## src/logic/lpt_regs.svh

```systemverilog
`ifndef LPT_REGS_SVH
`define LPT_REGS_SVH
// register offsets
`define LPT_REG_CTRL      8'h00
`define LPT_REG_CHAN      8'h04
`define LPT_REG_CMD       8'h08
`define LPT_REG_ERRS      8'h0c
`define LPT_REG_STAT      8'h10
// register fields
`define LPT_CTRL_LOC_LSB  0
`define LPT_CTRL_REM_LSB  2
`define LPT_CTRL_PAT_LSB  5
`define LPT_CTRL_DTE_BIT  8
`define LPT_CTRL_R64_BIT  9
`define LPT_CTRL_FRAC_BIT 10
`define LPT_CHAN_ST_LSB   0
`define LPT_CHAN_N_LSB    8
`define LPT_CMD_CLR_BIT   0
`define LPT_CMD_INS_BIT   1
`define LPT_CMD_ST_BIT    2
`define LPT_STAT_BUSY_BIT 0
`define LPT_STAT_FAIL_LSB 1
`define LPT_STAT_SYNC_BIT 4
`define LPT_STAT_RATE_LSB 8
// reset values
`define LPT_RST_START     5'h01
`define LPT_RST_NCHAN     5'h18
// frame and checker figures
`define LPT_LAST_POS      8'hc0
`define LPT_NUM_CHAN      5'h18
`define LPT_SYNC_GOOD     5'h0f
`define LPT_SYNC_LOSS     5'h08
`define LPT_REL_FRAMES    8'hc8
// remote loop code words
`define LPT_INB_UP        8'h84
`define LPT_INB_DN        8'h92
`define LPT_V54_UP        8'hf0
`define LPT_V54_DN        8'h0f
`define LPT_FDL_LLB_UP    16'h0e7e
`define LPT_FDL_PLB_UP    16'h287e
`define LPT_FDL_DN        16'h387e
// timing
`define LPT_CLK_MHZ       250
`define LPT_ST_TIME_MS    5000
`define LPT_ST_CYCLES     (64'd5000 * 64'd1000 * 64'd250)
`endif

```

## src/logic/lpt_pkg.sv

```systemverilog
package lpt_pkg;
    typedef enum logic [1:0] {LOC_NONE = 2'h0, LOC_LINE = 2'h1, LOC_PAY = 2'h2} lpt_loc_t;
    typedef enum logic [2:0] {
        REM_NONE = 3'h0, REM_V54 = 3'h1, REM_INB_LLB = 3'h2, REM_FDL_LLB = 3'h3,
        REM_FDL_PLB = 3'h4
    } lpt_rem_t;
    typedef enum logic [2:0] {
        PAT_NONE = 3'h0, PAT_1IN8 = 3'h1, PAT_PRBS = 3'h2, PAT_ZERO = 3'h3, PAT_ONES = 3'h4
    } lpt_pat_t;
    typedef enum logic [4:0] {
        ST_IDLE = 5'h01, ST_MEM = 5'h02, ST_LOOP = 5'h04, ST_LED = 5'h08, ST_PLL = 5'h10
    } lpt_st_t;
    typedef struct packed {
        logic        clk1, clk2, clk3, rxd1, rxd2, fs1, fs2, dtd1, dtd2;
        logic        mem1, mem2, pll1, pll2;
        lpt_loc_t    loc;
        lpt_rem_t    rem;
        lpt_rem_t    rel_kind;
        lpt_pat_t    pat;
        logic        dte_loop, rate64, frac;
        logic [4:0]  start, nchan;
        logic [7:0]  pos;
        logic        frame_odd, fbit;
        logic [3:0]  fdl_idx;
        logic [8:0]  gen, chk;
        logic [4:0]  good;
        logic        sync, ins_pend;
        logic [31:0] err_tot;
        logic [7:0]  rel_cnt;
        lpt_st_t     st;
        logic [31:0] st_cnt;
        logic [2:0]  fail;
        logic        tx_bit, dte_rx, led, bsy;
        logic [31:0] rdata;
    } lpt_state_t;
endpackage : lpt_pkg

```

## src/logic/lpt_test_core.sv

```systemverilog
// Our own choices: the address-and-strobe port and the register offsets.
`timescale 1ns/10ps
`default_nettype none
`include "lpt_regs.svh"
module lpt_test_core #(
    parameter logic [31:0] ST_STEP = 32'(`LPT_ST_CYCLES / 64'd4)
) (
    // clock and reset
    input  wire logic        clk,
    input  wire logic        rst,
    // register port
    input  wire logic [7:0]  reg_addr,
    input  wire logic [31:0] reg_wdata,
    input  wire logic        reg_wr,
    input  wire logic        reg_rd,
    output logic      [31:0] reg_rdata,
    // network-side line, bit clock level and frame marker
    input  wire logic        line_clk,
    input  wire logic        line_rx_data,
    input  wire logic        line_rx_fsync,
    output logic             line_tx_data,
    // DTE synchronous data
    input  wire logic        dte_tx_data,
    output logic             dte_rx_data,
    // self-test inputs and indicator drive
    input  wire logic        mem_check_ok,
    input  wire logic        pll_locked,
    output logic             led_test,
    output logic             selftest_busy
);
    lpt_pkg::lpt_state_t s_r, s_nxt;

    function automatic logic chan_on(input logic [4:0] slot, input logic [4:0] st,
                                     input logic [4:0] n);
        logic [5:0] rel;
        rel = {1'b0, slot} + 6'h18 - {1'b0, st} + 6'h01;
        if (rel >= 6'h18) rel = rel - 6'h18;
        return rel < {1'b0, n};
    endfunction : chan_on

    function automatic lpt_pkg::lpt_rem_t eff_rem(input lpt_pkg::lpt_rem_t r,
                                                   input logic frac);
        if (frac && (r == lpt_pkg::REM_FDL_LLB || r == lpt_pkg::REM_FDL_PLB))
            return lpt_pkg::REM_NONE;
        return r;
    endfunction : eff_rem

    logic       bit_en, busy, act, pay, gen_bit, pred, chk_in, wr_clr, wr_ins, wr_st;
    logic [7:0] cur_pos, pidx;
    logic [4:0] slot;
    logic [2:0] bitn;
    logic [7:0] code8;
    logic [15:0] code16;
    logic       fdl_on, inb_on, v54_on, rel;
    lpt_pkg::lpt_rem_t rk;

    always_comb begin
        s_nxt   = s_r;
        // two-stage synchronisers on every line, DTE and self-test input; the register port is used as is
        s_nxt.clk1 = line_clk;
        s_nxt.clk2 = s_r.clk1;
        s_nxt.clk3 = s_r.clk2;
        s_nxt.rxd1 = line_rx_data;
        s_nxt.rxd2 = s_r.rxd1;
        s_nxt.fs1  = line_rx_fsync;
        s_nxt.fs2  = s_r.fs1;
        s_nxt.dtd1 = dte_tx_data;
        s_nxt.dtd2 = s_r.dtd1;
        s_nxt.mem1 = mem_check_ok;
        s_nxt.mem2 = s_r.mem1;
        s_nxt.pll1 = pll_locked;
        s_nxt.pll2 = s_r.pll1;

        bit_en  = s_r.clk2 & ~s_r.clk3;
        busy    = s_r.st != lpt_pkg::ST_IDLE;
        cur_pos = s_r.fs2 ? 8'h00 : s_r.pos;
        pidx    = cur_pos - 8'h01;
        pay     = cur_pos != 8'h00;
        slot    = pidx[7:3];
        bitn    = pidx[2:0];
        // 56K base rate leaves the last bit of each channel unused
        act     = pay && chan_on(slot, s_r.start, s_r.nchan)
                  && (s_r.rate64 || bitn != 3'h7);
        gen_bit = s_r.gen[8] ^ s_r.gen[4];
        pred    = s_r.chk[8] ^ s_r.chk[4];

        wr_clr = reg_wr && reg_addr == `LPT_REG_CMD && reg_wdata[`LPT_CMD_CLR_BIT];
        wr_ins = reg_wr && reg_addr == `LPT_REG_CMD && reg_wdata[`LPT_CMD_INS_BIT];
        wr_st  = reg_wr && reg_addr == `LPT_REG_CMD && reg_wdata[`LPT_CMD_ST_BIT];

        // remote loop: active request or release after it is dropped
        rel    = s_r.rel_cnt != 8'h00;
        rk     = rel ? s_r.rel_kind : eff_rem(s_r.rem, s_r.frac);
        fdl_on = rk == lpt_pkg::REM_FDL_LLB || rk == lpt_pkg::REM_FDL_PLB;
        inb_on = rk == lpt_pkg::REM_INB_LLB;
        v54_on = rk == lpt_pkg::REM_V54;
        code8  = inb_on ? (rel ? `LPT_INB_DN : `LPT_INB_UP)
                        : (rel ? `LPT_V54_DN : `LPT_V54_UP);
        code16 = rel ? `LPT_FDL_DN
                     : (rk == lpt_pkg::REM_FDL_LLB ? `LPT_FDL_LLB_UP : `LPT_FDL_PLB_UP);

        // register writes
        if (reg_wr && reg_addr == `LPT_REG_CTRL) begin
            s_nxt.loc      = lpt_pkg::lpt_loc_t'(reg_wdata[`LPT_CTRL_LOC_LSB +: 2]);
            s_nxt.rem      = lpt_pkg::lpt_rem_t'(reg_wdata[`LPT_CTRL_REM_LSB +: 3]);
            s_nxt.pat      = lpt_pkg::lpt_pat_t'(reg_wdata[`LPT_CTRL_PAT_LSB +: 3]);
            s_nxt.dte_loop = reg_wdata[`LPT_CTRL_DTE_BIT];
            s_nxt.rate64   = reg_wdata[`LPT_CTRL_R64_BIT];
            s_nxt.frac     = reg_wdata[`LPT_CTRL_FRAC_BIT];
            // far end is only released by dropping the request
            if (reg_wdata[`LPT_CTRL_REM_LSB +: 3] == 3'h0
                && eff_rem(s_r.rem, s_r.frac) != lpt_pkg::REM_NONE) begin
                s_nxt.rel_kind = eff_rem(s_r.rem, s_r.frac);
                s_nxt.rel_cnt  = `LPT_REL_FRAMES;
            end else if (reg_wdata[`LPT_CTRL_REM_LSB +: 3] != 3'h0) begin
                s_nxt.rel_cnt = 8'h00;
            end
        end
        if (reg_wr && reg_addr == `LPT_REG_CHAN) begin
            s_nxt.start = reg_wdata[`LPT_CHAN_ST_LSB +: 5];
            s_nxt.nchan = reg_wdata[`LPT_CHAN_N_LSB +: 5];
        end
        // line bit processing
        if (bit_en && s_r.st != lpt_pkg::ST_LOOP) begin
            s_nxt.pos = (cur_pos == `LPT_LAST_POS) ? 8'h00 : cur_pos + 8'h01;
            if (!pay) begin
                s_nxt.frame_odd = ~s_r.frame_odd;
                if (!s_r.frame_odd)
                    s_nxt.fbit = ~s_r.fbit;
                else
                    s_nxt.fdl_idx = s_r.fdl_idx + 4'h1;
                if (rel && s_r.frame_odd)
                    s_nxt.rel_cnt = s_r.rel_cnt - 8'h01;
            end
            // checker runs whatever the generator does
            if (act) begin
                chk_in = s_r.rxd2;
                if (!s_r.sync) begin
                    s_nxt.chk  = {s_r.chk[7:0], chk_in};
                    s_nxt.good = (chk_in == pred) ? s_r.good + 5'h01 : 5'h00;
                    if (chk_in == pred && s_r.good == `LPT_SYNC_GOOD - 5'h01)
                        s_nxt.sync = 1'b1;
                end else begin
                    s_nxt.chk = {s_r.chk[7:0], pred};
                    if (chk_in != pred) begin
                        if (s_r.err_tot != 32'hffffffff)
                            s_nxt.err_tot = s_r.err_tot + 32'h1;
                        s_nxt.good = s_r.good + 5'h01;
                        if (s_r.good == `LPT_SYNC_LOSS - 5'h01) begin
                            s_nxt.sync = 1'b0;
                            s_nxt.good = 5'h00;
                        end
                    end else begin
                        s_nxt.good = 5'h00;
                    end
                end
            end
            // transmit selection
            if (busy) begin
                s_nxt.tx_bit = 1'b1;
            end else if (s_r.loc == lpt_pkg::LOC_LINE) begin
                s_nxt.tx_bit = s_r.rxd2;
            end else if (!pay) begin
                // framing and data link regenerated locally
                if (!s_r.frame_odd)
                    s_nxt.tx_bit = s_r.fbit;
                else
                    s_nxt.tx_bit = fdl_on ? code16[s_r.fdl_idx] : 1'b1;
            end else if (s_r.loc == lpt_pkg::LOC_PAY) begin
                s_nxt.tx_bit = s_r.rxd2;
            end else begin
                case (s_r.pat)
                    lpt_pkg::PAT_1IN8: s_nxt.tx_bit = bitn == 3'h0;
                    lpt_pkg::PAT_ZERO: s_nxt.tx_bit = 1'b0;
                    lpt_pkg::PAT_ONES: s_nxt.tx_bit = 1'b1;
                    lpt_pkg::PAT_PRBS: begin
                        if (act) begin
                            s_nxt.gen      = {s_r.gen[7:0], gen_bit};
                            s_nxt.tx_bit   = gen_bit ^ s_r.ins_pend;
                            s_nxt.ins_pend = 1'b0;
                        end else begin
                            s_nxt.tx_bit = 1'b1;
                        end
                    end
                    default: begin
                        // code words go out most significant bit first
                        if (inb_on)
                            s_nxt.tx_bit = code8[3'h7 - bitn];
                        else if (act && v54_on)
                            s_nxt.tx_bit = code8[3'h7 - bitn];
                        else if (act)
                            s_nxt.tx_bit = s_r.dtd2;
                        else
                            s_nxt.tx_bit = 1'b1;
                    end
                endcase
            end
            if (act && !busy && !s_r.dte_loop)
                s_nxt.dte_rx = s_r.rxd2;
        end
        // insert request taken after the transmit step so a same-cycle command is kept
        if (wr_ins && s_r.pat == lpt_pkg::PAT_PRBS)
            s_nxt.ins_pend = 1'b1;
        if (busy)
            s_nxt.dte_rx = 1'b1;
        else if (s_r.dte_loop)
            s_nxt.dte_rx = s_r.dtd2;

        // error total clear; a counted error in the same cycle survives
        if (wr_clr)
            s_nxt.err_tot = (s_nxt.err_tot != s_r.err_tot) ? 32'h1 : 32'h0;

        // self-test sequence
        s_nxt.st_cnt = s_r.st_cnt + 32'h1;
        s_nxt.led    = s_r.st == lpt_pkg::ST_LED;
        case (s_r.st)
            lpt_pkg::ST_IDLE: begin
                s_nxt.st_cnt = 32'h0;
                if (wr_st) begin
                    s_nxt.st   = lpt_pkg::ST_MEM;
                    s_nxt.fail = 3'h0;
                end
            end
            lpt_pkg::ST_MEM: if (s_r.st_cnt == ST_STEP - 32'h1) begin
                if (!s_r.mem2 && s_r.fail == 3'h0)
                    s_nxt.fail = 3'h1;
                s_nxt.st     = lpt_pkg::ST_LOOP;
                s_nxt.st_cnt = 32'h0;
                s_nxt.sync   = 1'b0;
                s_nxt.good   = 5'h00;
                s_nxt.gen    = 9'h1ff;
                s_nxt.chk    = 9'h000;
            end
            lpt_pkg::ST_LOOP: begin
                // generator fed straight into the checker on board
                s_nxt.gen = {s_r.gen[7:0], gen_bit};
                s_nxt.chk = {s_r.chk[7:0], gen_bit};
                if (gen_bit == pred && s_r.good != `LPT_SYNC_GOOD)
                    s_nxt.good = s_r.good + 5'h01;
                if (s_r.st_cnt == ST_STEP - 32'h1) begin
                    if (s_r.good != `LPT_SYNC_GOOD && s_r.fail == 3'h0)
                        s_nxt.fail = 3'h2;
                    s_nxt.st     = lpt_pkg::ST_LED;
                    s_nxt.st_cnt = 32'h0;
                    s_nxt.good   = 5'h00;
                end
            end
            lpt_pkg::ST_LED: if (s_r.st_cnt == ST_STEP - 32'h1) begin
                s_nxt.st     = lpt_pkg::ST_PLL;
                s_nxt.st_cnt = 32'h0;
            end
            lpt_pkg::ST_PLL: if (s_r.st_cnt == ST_STEP - 32'h1) begin
                if (!s_r.pll2 && s_r.fail == 3'h0)
                    s_nxt.fail = 3'h4;
                s_nxt.st     = lpt_pkg::ST_IDLE;
                s_nxt.st_cnt = 32'h0;
            end
            default: s_nxt.st = lpt_pkg::ST_IDLE;
        endcase
        s_nxt.bsy = s_nxt.st != lpt_pkg::ST_IDLE;

        // read data, one cycle after the strobe
        s_nxt.rdata = 32'h0;
        if (reg_rd) begin
            case (reg_addr)
                `LPT_REG_CTRL: s_nxt.rdata = {21'h0, s_r.frac, s_r.rate64, s_r.dte_loop,
                                              s_r.pat, s_r.rem, s_r.loc};
                `LPT_REG_CHAN: s_nxt.rdata = {19'h0, s_r.nchan, 3'h0, s_r.start};
                `LPT_REG_ERRS: s_nxt.rdata = s_r.err_tot;
                `LPT_REG_STAT: s_nxt.rdata = {13'h0,
                    11'(s_r.nchan) * (s_r.rate64 ? 11'h040 : 11'h038),
                    3'h0, s_r.sync, s_r.fail, busy};
                default:       s_nxt.rdata = 32'h0;
            endcase
        end
    end

    always_ff @(posedge clk) begin
        if (rst) begin
            s_r          <= '0;
            s_r.start    <= `LPT_RST_START;
            s_r.nchan    <= `LPT_RST_NCHAN;
            s_r.gen      <= 9'h1ff;
            s_r.st       <= lpt_pkg::ST_MEM;
            s_r.tx_bit   <= 1'b1;
            s_r.dte_rx   <= 1'b1;
            s_r.bsy      <= 1'b1;
        end else begin
            s_r <= s_nxt;
        end
    end

    assign reg_rdata     = s_r.rdata;
    assign line_tx_data  = s_r.tx_bit;
    assign dte_rx_data   = s_r.dte_rx;
    assign led_test      = s_r.led;
    assign selftest_busy = s_r.bsy;

    logic pay_gen;
    assign pay_gen = bit_en && !busy && s_r.loc == lpt_pkg::LOC_NONE && pay;
endmodule : lpt_test_core
`default_nettype wire

```

## config.mk

```make
export PLATFORM = sky130hd
export DESIGN_NAME = lpt_test_core
export DESIGN_NICKNAME = d
export VERILOG_FILES = /design/src/logic/lpt_pkg.sv /design/src/logic/lpt_test_core.sv
export VERILOG_INCLUDE_DIRS = /design/src /design/src/logic
export SDC_FILE = /design/constraint.sdc
export NUM_CORES = 1
export LEC_CHECK = 0
export BUFFER_PORTS_ARGS = -buffer_cell sky130_fd_sc_hd__buf_2
export CAP_MARGIN = 0
export CORE_MARGIN = 4
export CORE_UTILIZATION = 45
export DETAILED_ROUTE_END_ITERATION = 16
export GPL_TIMING_DRIVEN = 0
export PLACE_DENSITY = 0.65
export SLEW_MARGIN = 20
export SYNTH_ARGS = -nofsm -noshare
export SYNTH_HDL_FRONTEND = slang
export SYNTH_SLANG_ARGS = --single-unit
```

## constraint.sdc

```tcl
create_clock -name clk -period 5.4 [get_ports clk]
set_clock_uncertainty 0.2 [all_clocks]
set_input_delay 0.27 -clock clk [delete_from_list [all_inputs] [get_ports clk]]
set_output_delay 0.27 -clock clk [all_outputs]
set_load 0.02 [all_outputs]
```

After elaboration in Yosys (flattened, before gate mapping):

Index checks and enable logic that the tools add are counted.
Widths: inputs -> output; s select.

* register bits after elaboration: 192
* ROM bits: 0
* latch bits: 0
* memories: 0
* output and inout port bits: 36
* memory bits (writable): 0
* input port bits: 50

* eq/ne operators: 45
* magnitude comparators: 4
* bitwise gates (word level): 9
* multipliers: 1
* reduce and logical (&&, ||, !) cells: 52
* shift operators: 0
* add/subtract/negate cells: 12
* multiplexer cells: 87
* div/mod/pow operators: 0

Operators with widths (count)
* $mux 32: 5
* $pmux 32 s5: 1
* $pmux 32 s4: 1
* $mux 40: 3
* $mux 8: 9
* $mux 65: 1
* $add 32x1->32 const B: 2
* $mux 9: 6
* $pmux 23 s2: 1
* $mux 37: 1
* $eq 32x29->1 const B: 1
* $ne 32x32->1: 1
* $ne 32x32->1 const B: 1
* $mux 1: 30
* $mux 3: 10
* $mux 5: 6
* $mux 14: 2
* $pmux 5 s5: 1
* $mux 24: 1
* $logic_and 1x1->1: 21
* $eq 8x4->1 const B: 2
* $reduce_bool 8->1: 2
* $sub 8x1->8 const B: 2
* $eq 3x2->1 const B: 5
* 55 further kinds: 95

Longest topological paths before layout:

* word-level depth: 20
* mapped depth: 26
* depth with buffers taken out: 23

Worst setup path before layout:

Ideal clock, no wire load.

* path type: flip-flop to flip-flop
* from: register s_r[147] (netlist name)
* to: register s_r[84] (netlist name)
* slack: -0.298 ns
* setup time: 0.121 ns
* data required time: 5.079 ns
* cell stages (with the launch flop): 23
* clock period less this slack: 5.698 ns
* data arrival time: 5.377 ns
* path through: dfxtp_1 -> or3_1 -> clkbuf_2 -> or4_1 -> or2_2 -> and3_1 -> ha_1 -> inv_1 -> ha_1 -> nor2b_1 -> o21a_1 -> o21ai_1 -> nand2_1 -> nand3_1 -> o21ai_0 -> ha_1 -> a2111o_1 -> a311o_1 -> a31oi_4 -> nand3_4 -> buf_6 -> nor2_1 -> mux2_2

* word-level cells in the longest chain between the ends: 15

Ends and longest elaborated chain
* start: declaration: line lpt_test_core.sv:31 `lpt_pkg::lpt_state_t s_r, s_nxt;`
* start signal: assignment: line lpt_test_core.sv:289 `s_r <= s_nxt;`
* $mux 8 (*): line lpt_test_core.sv:76 `cur_pos = s_r.fs2 ? 8'h00 : s_r.pos;`
* $sub 8x1->8: line lpt_test_core.sv:77 `pidx = cur_pos - 8'h01;`
* $add 5x5->6: line lpt_test_core.sv:36 `rel = {1'b0, slot} + 6'h18 - {1'b0, st} + 6'h01;`
* $sub 6x5->6: line lpt_test_core.sv:36
* $add 6x1->6: line lpt_test_core.sv:36
* $sub 6x5->6 or $ge 6x5->1 (tied branches): line lpt_test_core.sv:37 `if (rel >= 6'h18) rel = rel - 6'h18;`
* $mux 6: line lpt_test_core.sv:37
* $lt 6x5->1: line lpt_test_core.sv:38 `return rel < {1'b0, n};`
* $logic_and 1x1->1: line lpt_test_core.sv:82 `act = pay && chan_on(slot, s_r.start, s_r.nchan)`
* $logic_and 1x1->1 (*): line lpt_test_core.sv:83 `&& (s_r.rate64 || bitn != 3'h7);`
* $mux 32 (*): line lpt_test_core.sv:136 `if (act) begin`
* $mux 65 (*): line lpt_test_core.sv:124 `if (bit_en && s_r.st != lpt_pkg::ST_LOOP) begin`
* $ne 32x32->1: line lpt_test_core.sv:211 `s_nxt.err_tot = (s_nxt.err_tot != s_r.err_tot) ? 32'h1 : 32'h0;`
* $mux 1: line lpt_test_core.sv:211
* $mux 32 (*): line lpt_test_core.sv:210 `if (wr_clr)`

Every way passes the cells marked *; elsewhere a longest branch is shown, timed or not. The select of a mux whose other input is x is not followed.
A chain may end at the register's enable or synchronous reset.

Final worst setup path:

* from: register s_r[148] (netlist name)
* to: register s_r[92] (netlist name)

* word-level cells in the longest chain between the ends: 13

Ends and longest elaborated chain (line)
* $mux 8 (*): lpt_test_core.sv:76
* $sub 8x1->8: lpt_test_core.sv:77
* $add 5x5->6: lpt_test_core.sv:36
* $sub 6x5->6: lpt_test_core.sv:36
* $add 6x1->6: lpt_test_core.sv:36
* $sub 6x5->6 or $ge 6x5->1 (tied branches): lpt_test_core.sv:37
* $mux 6: lpt_test_core.sv:37
* $lt 6x5->1: lpt_test_core.sv:38
* $logic_and 1x1->1: lpt_test_core.sv:82
* $logic_and 1x1->1 (*): lpt_test_core.sv:83
* $mux 32 (*): lpt_test_core.sv:136
* $mux 65 (*): lpt_test_core.sv:124
* $mux 32 (*): lpt_test_core.sv:210

Marks and branches as above.

==> run_results.csv <==
group,metric,value,unit
detailed_routing,dr.pass1.iters,5,
clock_tree,clock_latency,450,ps
placed_design,globalplace.congestion,0.8728,
logic_synthesis,ys_seq_elements,192,
sta,fin_tns_setup,0,ps
worst_setup_path,crit_slowest_cell,"or4_4",
power,p_clk_share,44.6,%
worst_setup_path,cp_common_cell,"ha_4",
power,power.total,2.929,mW
worst_setup_path,crit_path_end,"s_r[92]$_SDFF_PP0_",
sta,tightestPinTransition,1062,ps
final_layout,most-common-layout-cells,"190 x dfxtp_1, 132 x nor2_1, 111 x nand2_1",
die,die_h,158.0,microns
clock_tree,cts_buffers,17,
grt,grt_pass1_vias,8414,
clock_tree,cts_num_sinks,192,
worst_setup_path,rr_startpoint,"s_r[148]$_SDFFE_PP0P_",
worst_setup_path,start_kind,"flip-flop",
logic_synthesis,ys_warn_count,0,
flow_run,drv_cap,0,
worst_setup_path,cp_cell_sequence,"or3_4 > or4_4 > or2_4 > and3_4 > ha_4 > inv_2 > ha_4 > nor2b_4 > o21a_1 > or3_4 > nand2_4 > nand3_4 > o21ai_4 > ha_4 > o21ai_4 > nand2b_4 > a311o_1 > a31oi_4 > nand3_4 > buf_4 > buf_6 > or4_1 > a21oi_1",
worst_setup_path,cpPeakStageDelay,430,ps
worst_setup_path,cp.arrival,5520,ps
clock_tree,cts_buffer_depth,2,
worst_setup_path,critPathTopFamily,"simple AND/OR/NAND/NOR gates",
die,die_w,158.0,microns
detailed_routing,drc,0,
logic_synthesis,synth_edf_count,0,
sta,maxSlewViolCount,0,
detailed_routing,route.antenna.remaining_nets,0,
clock_tree,clk_pin_slew,70,ps
detailed_routing,drtIter0Drc,630,
power,vdd_drop_max,0.2151,mV
final_layout,mostFrequentLayoutCell,"dfxtp_1",
sta,slew_headroom,29.10,%
grt,antenna_found_initial,0,
grt,grt_use_total,20.82,%
final_layout,antennaDiodeCount,0,
die,rows,54,
die,fp.coreArea,0.02196,sq mm
worst_setup_path,r2r_end,"s_r[92]$_SDFF_PP0_",
final_layout,syn2layout_area_growth,19.43,%
logic_synthesis,syn_area,0.01013,sq mm
worst_setup_path,cp_max_fo,6,
die,dieArea,0.02497,sq mm
sta,final_hold_viol_count,0,
sta,fin_hold_ws,77.21,ps
detailed_routing,wl_per_cell,15.88,microns
worst_setup_path,critPathKind,"reg2reg",
power,pwr-share-comb,6.7,%
sta,post-route-period-util,99.07,%
power,power_frac_seq,48.7,%
sta,finalSetupViolCount,0,
logic_synthesis,yosysTopAreaCell,"dfxtp_1",
sta,clock.fmax,186.9,MHz
worst_setup_path,cp.required,5570,ps
detailed_routing,via_count,9142,
clock_tree,htree_levels,4,
clock_tree,cts-root-buf,"clkbuf_16",
final_layout,drive_gt1_share,16.47,%
logic_synthesis,yosysUniqueCellTypes,80,
logic_synthesis,avgSynthCellArea,8.281,sq um
power,power_density,242.2,mW/mm^2
logic_synthesis,synth_cells,1223,
logic_synthesis,yosysTopAreaCellShare,37.95,%
worst_setup_path,critPathBufInv,3,
worst_setup_path,worstSetupEndpointType,"flip-flop",
logic_synthesis,synth.area.top_cells,"dfxtp_1 38%, ha_1 5.2%, nor2_1 5.0%",
worst_setup_path,r2r_slack,50,ps
detailed_routing,wl,26.04,mm
sta,final_period_minus_worst_setup_slack,5350,ps
worst_setup_path,critPathLaunch,"s_r[148]$_SDFFE_PP0P_",
power,leakage,4.633,nW
power,p_sw,0.7565,mW
logic_synthesis,ys.flop_type,"dfxtp_1",
worst_setup_path,worstSetupPathDepth,23,
logic_synthesis,ys_seq_area_share,37.95,%
power,p_int,2.173,mW
grt,grt_pass1_wl,42.16,mm
final_layout,final_nets,1445,
detailed_routing,via_per_inst,5.574,
worst_hold_path,hp-class,"in2reg",
clock_tree,cts_tree,"done",
grt,grt_remaining_overflow,0,
die,start_util,46.12,%
placed_design,hpwl,18.45,mm
worst_setup_path,r2r_cells,23,
status,outcome,"finished, final reports clean",
placed_design,io_buffers,66,
logic_synthesis,syn_nets,1321,
sta,grt_setup_unrepaired,"true",
logic_synthesis,async_flop_share,0,%
power,swShare,25.83,%
die,io_pins,86,
grt,grt_max_degree,21,
==> per-stage QoR <==
step                cell area, sq um  setup WS, ps  util (%)  std cells
global route                   12100        -107.0     55.08       1640
global placement               10830        -567.9     49.30       1569
finish                         12100         50.21     55.08       1640
detailed placement             10830        -584.7     49.30       1569
floorplan                      10150         3.049         -       1223
CTS                            11860         33.05     54.01       1632
==> registers in the layout, indices dropped and copies added, names as in the netlist <==
register,count
selftest_busy,1
line_tx_data,1
dte_rx_data,1
s_nxt,7
reg_rdata,32
led_test,1
s_r,149
==> cells in the mapped netlist, types with 5 or more instances <==
cell type  number
dfxtp_1       192
nor2_1        135
nand2_1       112
a21oi_1        92
inv_1          55
o21ai_0        51
clkbuf_1       46
nand3_1        44
ha_1           42
buf_4          32
xnor2_1        28
xor2_1         28
nand4_1        26
mux2i_1        24
nor3_1         23
or3_1          23
nor2b_1        22
a22oi_1        20
and2_1         19
and3_1         18
nand2b_1       13
o31ai_1        12
or4_1          12
nor4_1         11
a21o_1          8
a311oi_1        8
a31oi_1         8
a22o_1          7
mux2_2          7
nand3b_1        7
and4_1          6
buf_2           6
fa_1            6
nor3b_1         5
==> worst register-to-register path, cell delays in order, from the launching register on <==
cell and delay (ps):
dfxtp_4 360, or3_4 390, or4_4 430, or2_4 270, and3_4 180, ha_4 250, inv_2 40, ha_4 240
nor2b_4 120, o21a_1 200, or3_4 350, nand2_4 120, nand3_4 90, o21ai_4 80, ha_4 230, o21ai_4 70
nand2b_4 60, a311o_1 370, a31oi_4 250, nand3_4 170, buf_4 180, buf_6 100, or4_1 400, a21oi_1 130
==> layout make-up <==
class,count,area [sq um]
fillers,2020,9863
plain buffers,87,481.7
repair buffers,108,711.9
inverters,56,210.2
flip-flops and latches,192,3851
clock inverters,15,190.2
well taps,280,350.3
clock buffers,17,425.4
multi-input cells,885,5874
==> per-layer routing <==
| layer | track usage, % | part of all wire (%) | routed length [microns] | up-vias |
|---|---|---|---|---|
| li1 | - | - | - | 4552 |
| met1 | 29.07 | 47 | 12120 | 4274 |
| met2 | 33.08 | 45 | 11790 | 271 |
| met3 | 3.362 | 6.0 | 1551 | 45 |
| met4 | 6.742 | 2.2 | 579 | 0 |
| met5 | 0 | 0 | 0 | - |
==> worst min path at each step <==
stage	start	endpoint	slack, ps	cells past startpoint
after floorplan	reg_wdata[11]	s_r[158]$_SDFFE_PP1P_	200	2
after global placement	s_nxt[190]$_SDFF_PP0_	s_nxt[189]$_SDFF_PP0_	220	1
after detailed placement	s_nxt[181]$_SDFF_PP0_	s_r[181]$_SDFF_PP0_	220	1
after CTS	reg_addr[6]	s_r[116]$_SDFFE_PP0P_	70	4
after global routing	reg_wr	s_r[175]$_SDFFE_PP0P_	100	4
final	reg_wr	s_r[175]$_SDFFE_PP0P_	80	4
==> cell families (layout without fill, tap and decap cells) <==
family / after synthesis / in the layout / share of synthesized area (%)
flops: 192 / 192 / 37.95
mux: 31 / 31 / 3.151
xor+xnor: 56 / 56 / 4.843
simple gates: 496 / 496 / 24.85
fa+ha+maj: 48 / 48 / 6.375
buf+inv: 146 / 283 / 6.758
compound gates: 254 / 254 / 16.07
==> power groups by stage <==
stage | combinational [mW] | sequential [mW] | clock (mW)
3_5_place_dp | 0.138 | 1.46 | 0
4_1_cts | 0.163 | 1.43 | 1.33
6_report | 0.195 | 1.43 | 1.31
3_3_place_gp | 0.136 | 1.46 | 0
2_1_floorplan | 0.0914 | 1.46 | 0
5_1_grt | 0.212 | 1.43 | 1.39
==> repair_timing <==
item / in CTS / in global routing
endpoints found under the hold margin: 28 / 0
pin swaps: 27 / 17
setup endpoints to repair: 59 / 57
hold buffers: 19 / 0
gates cloned: 0 / 0
gates resized for setup: 33 / 36
buffers inserted: 14 / 10
(Power assumes the default switching activity.)
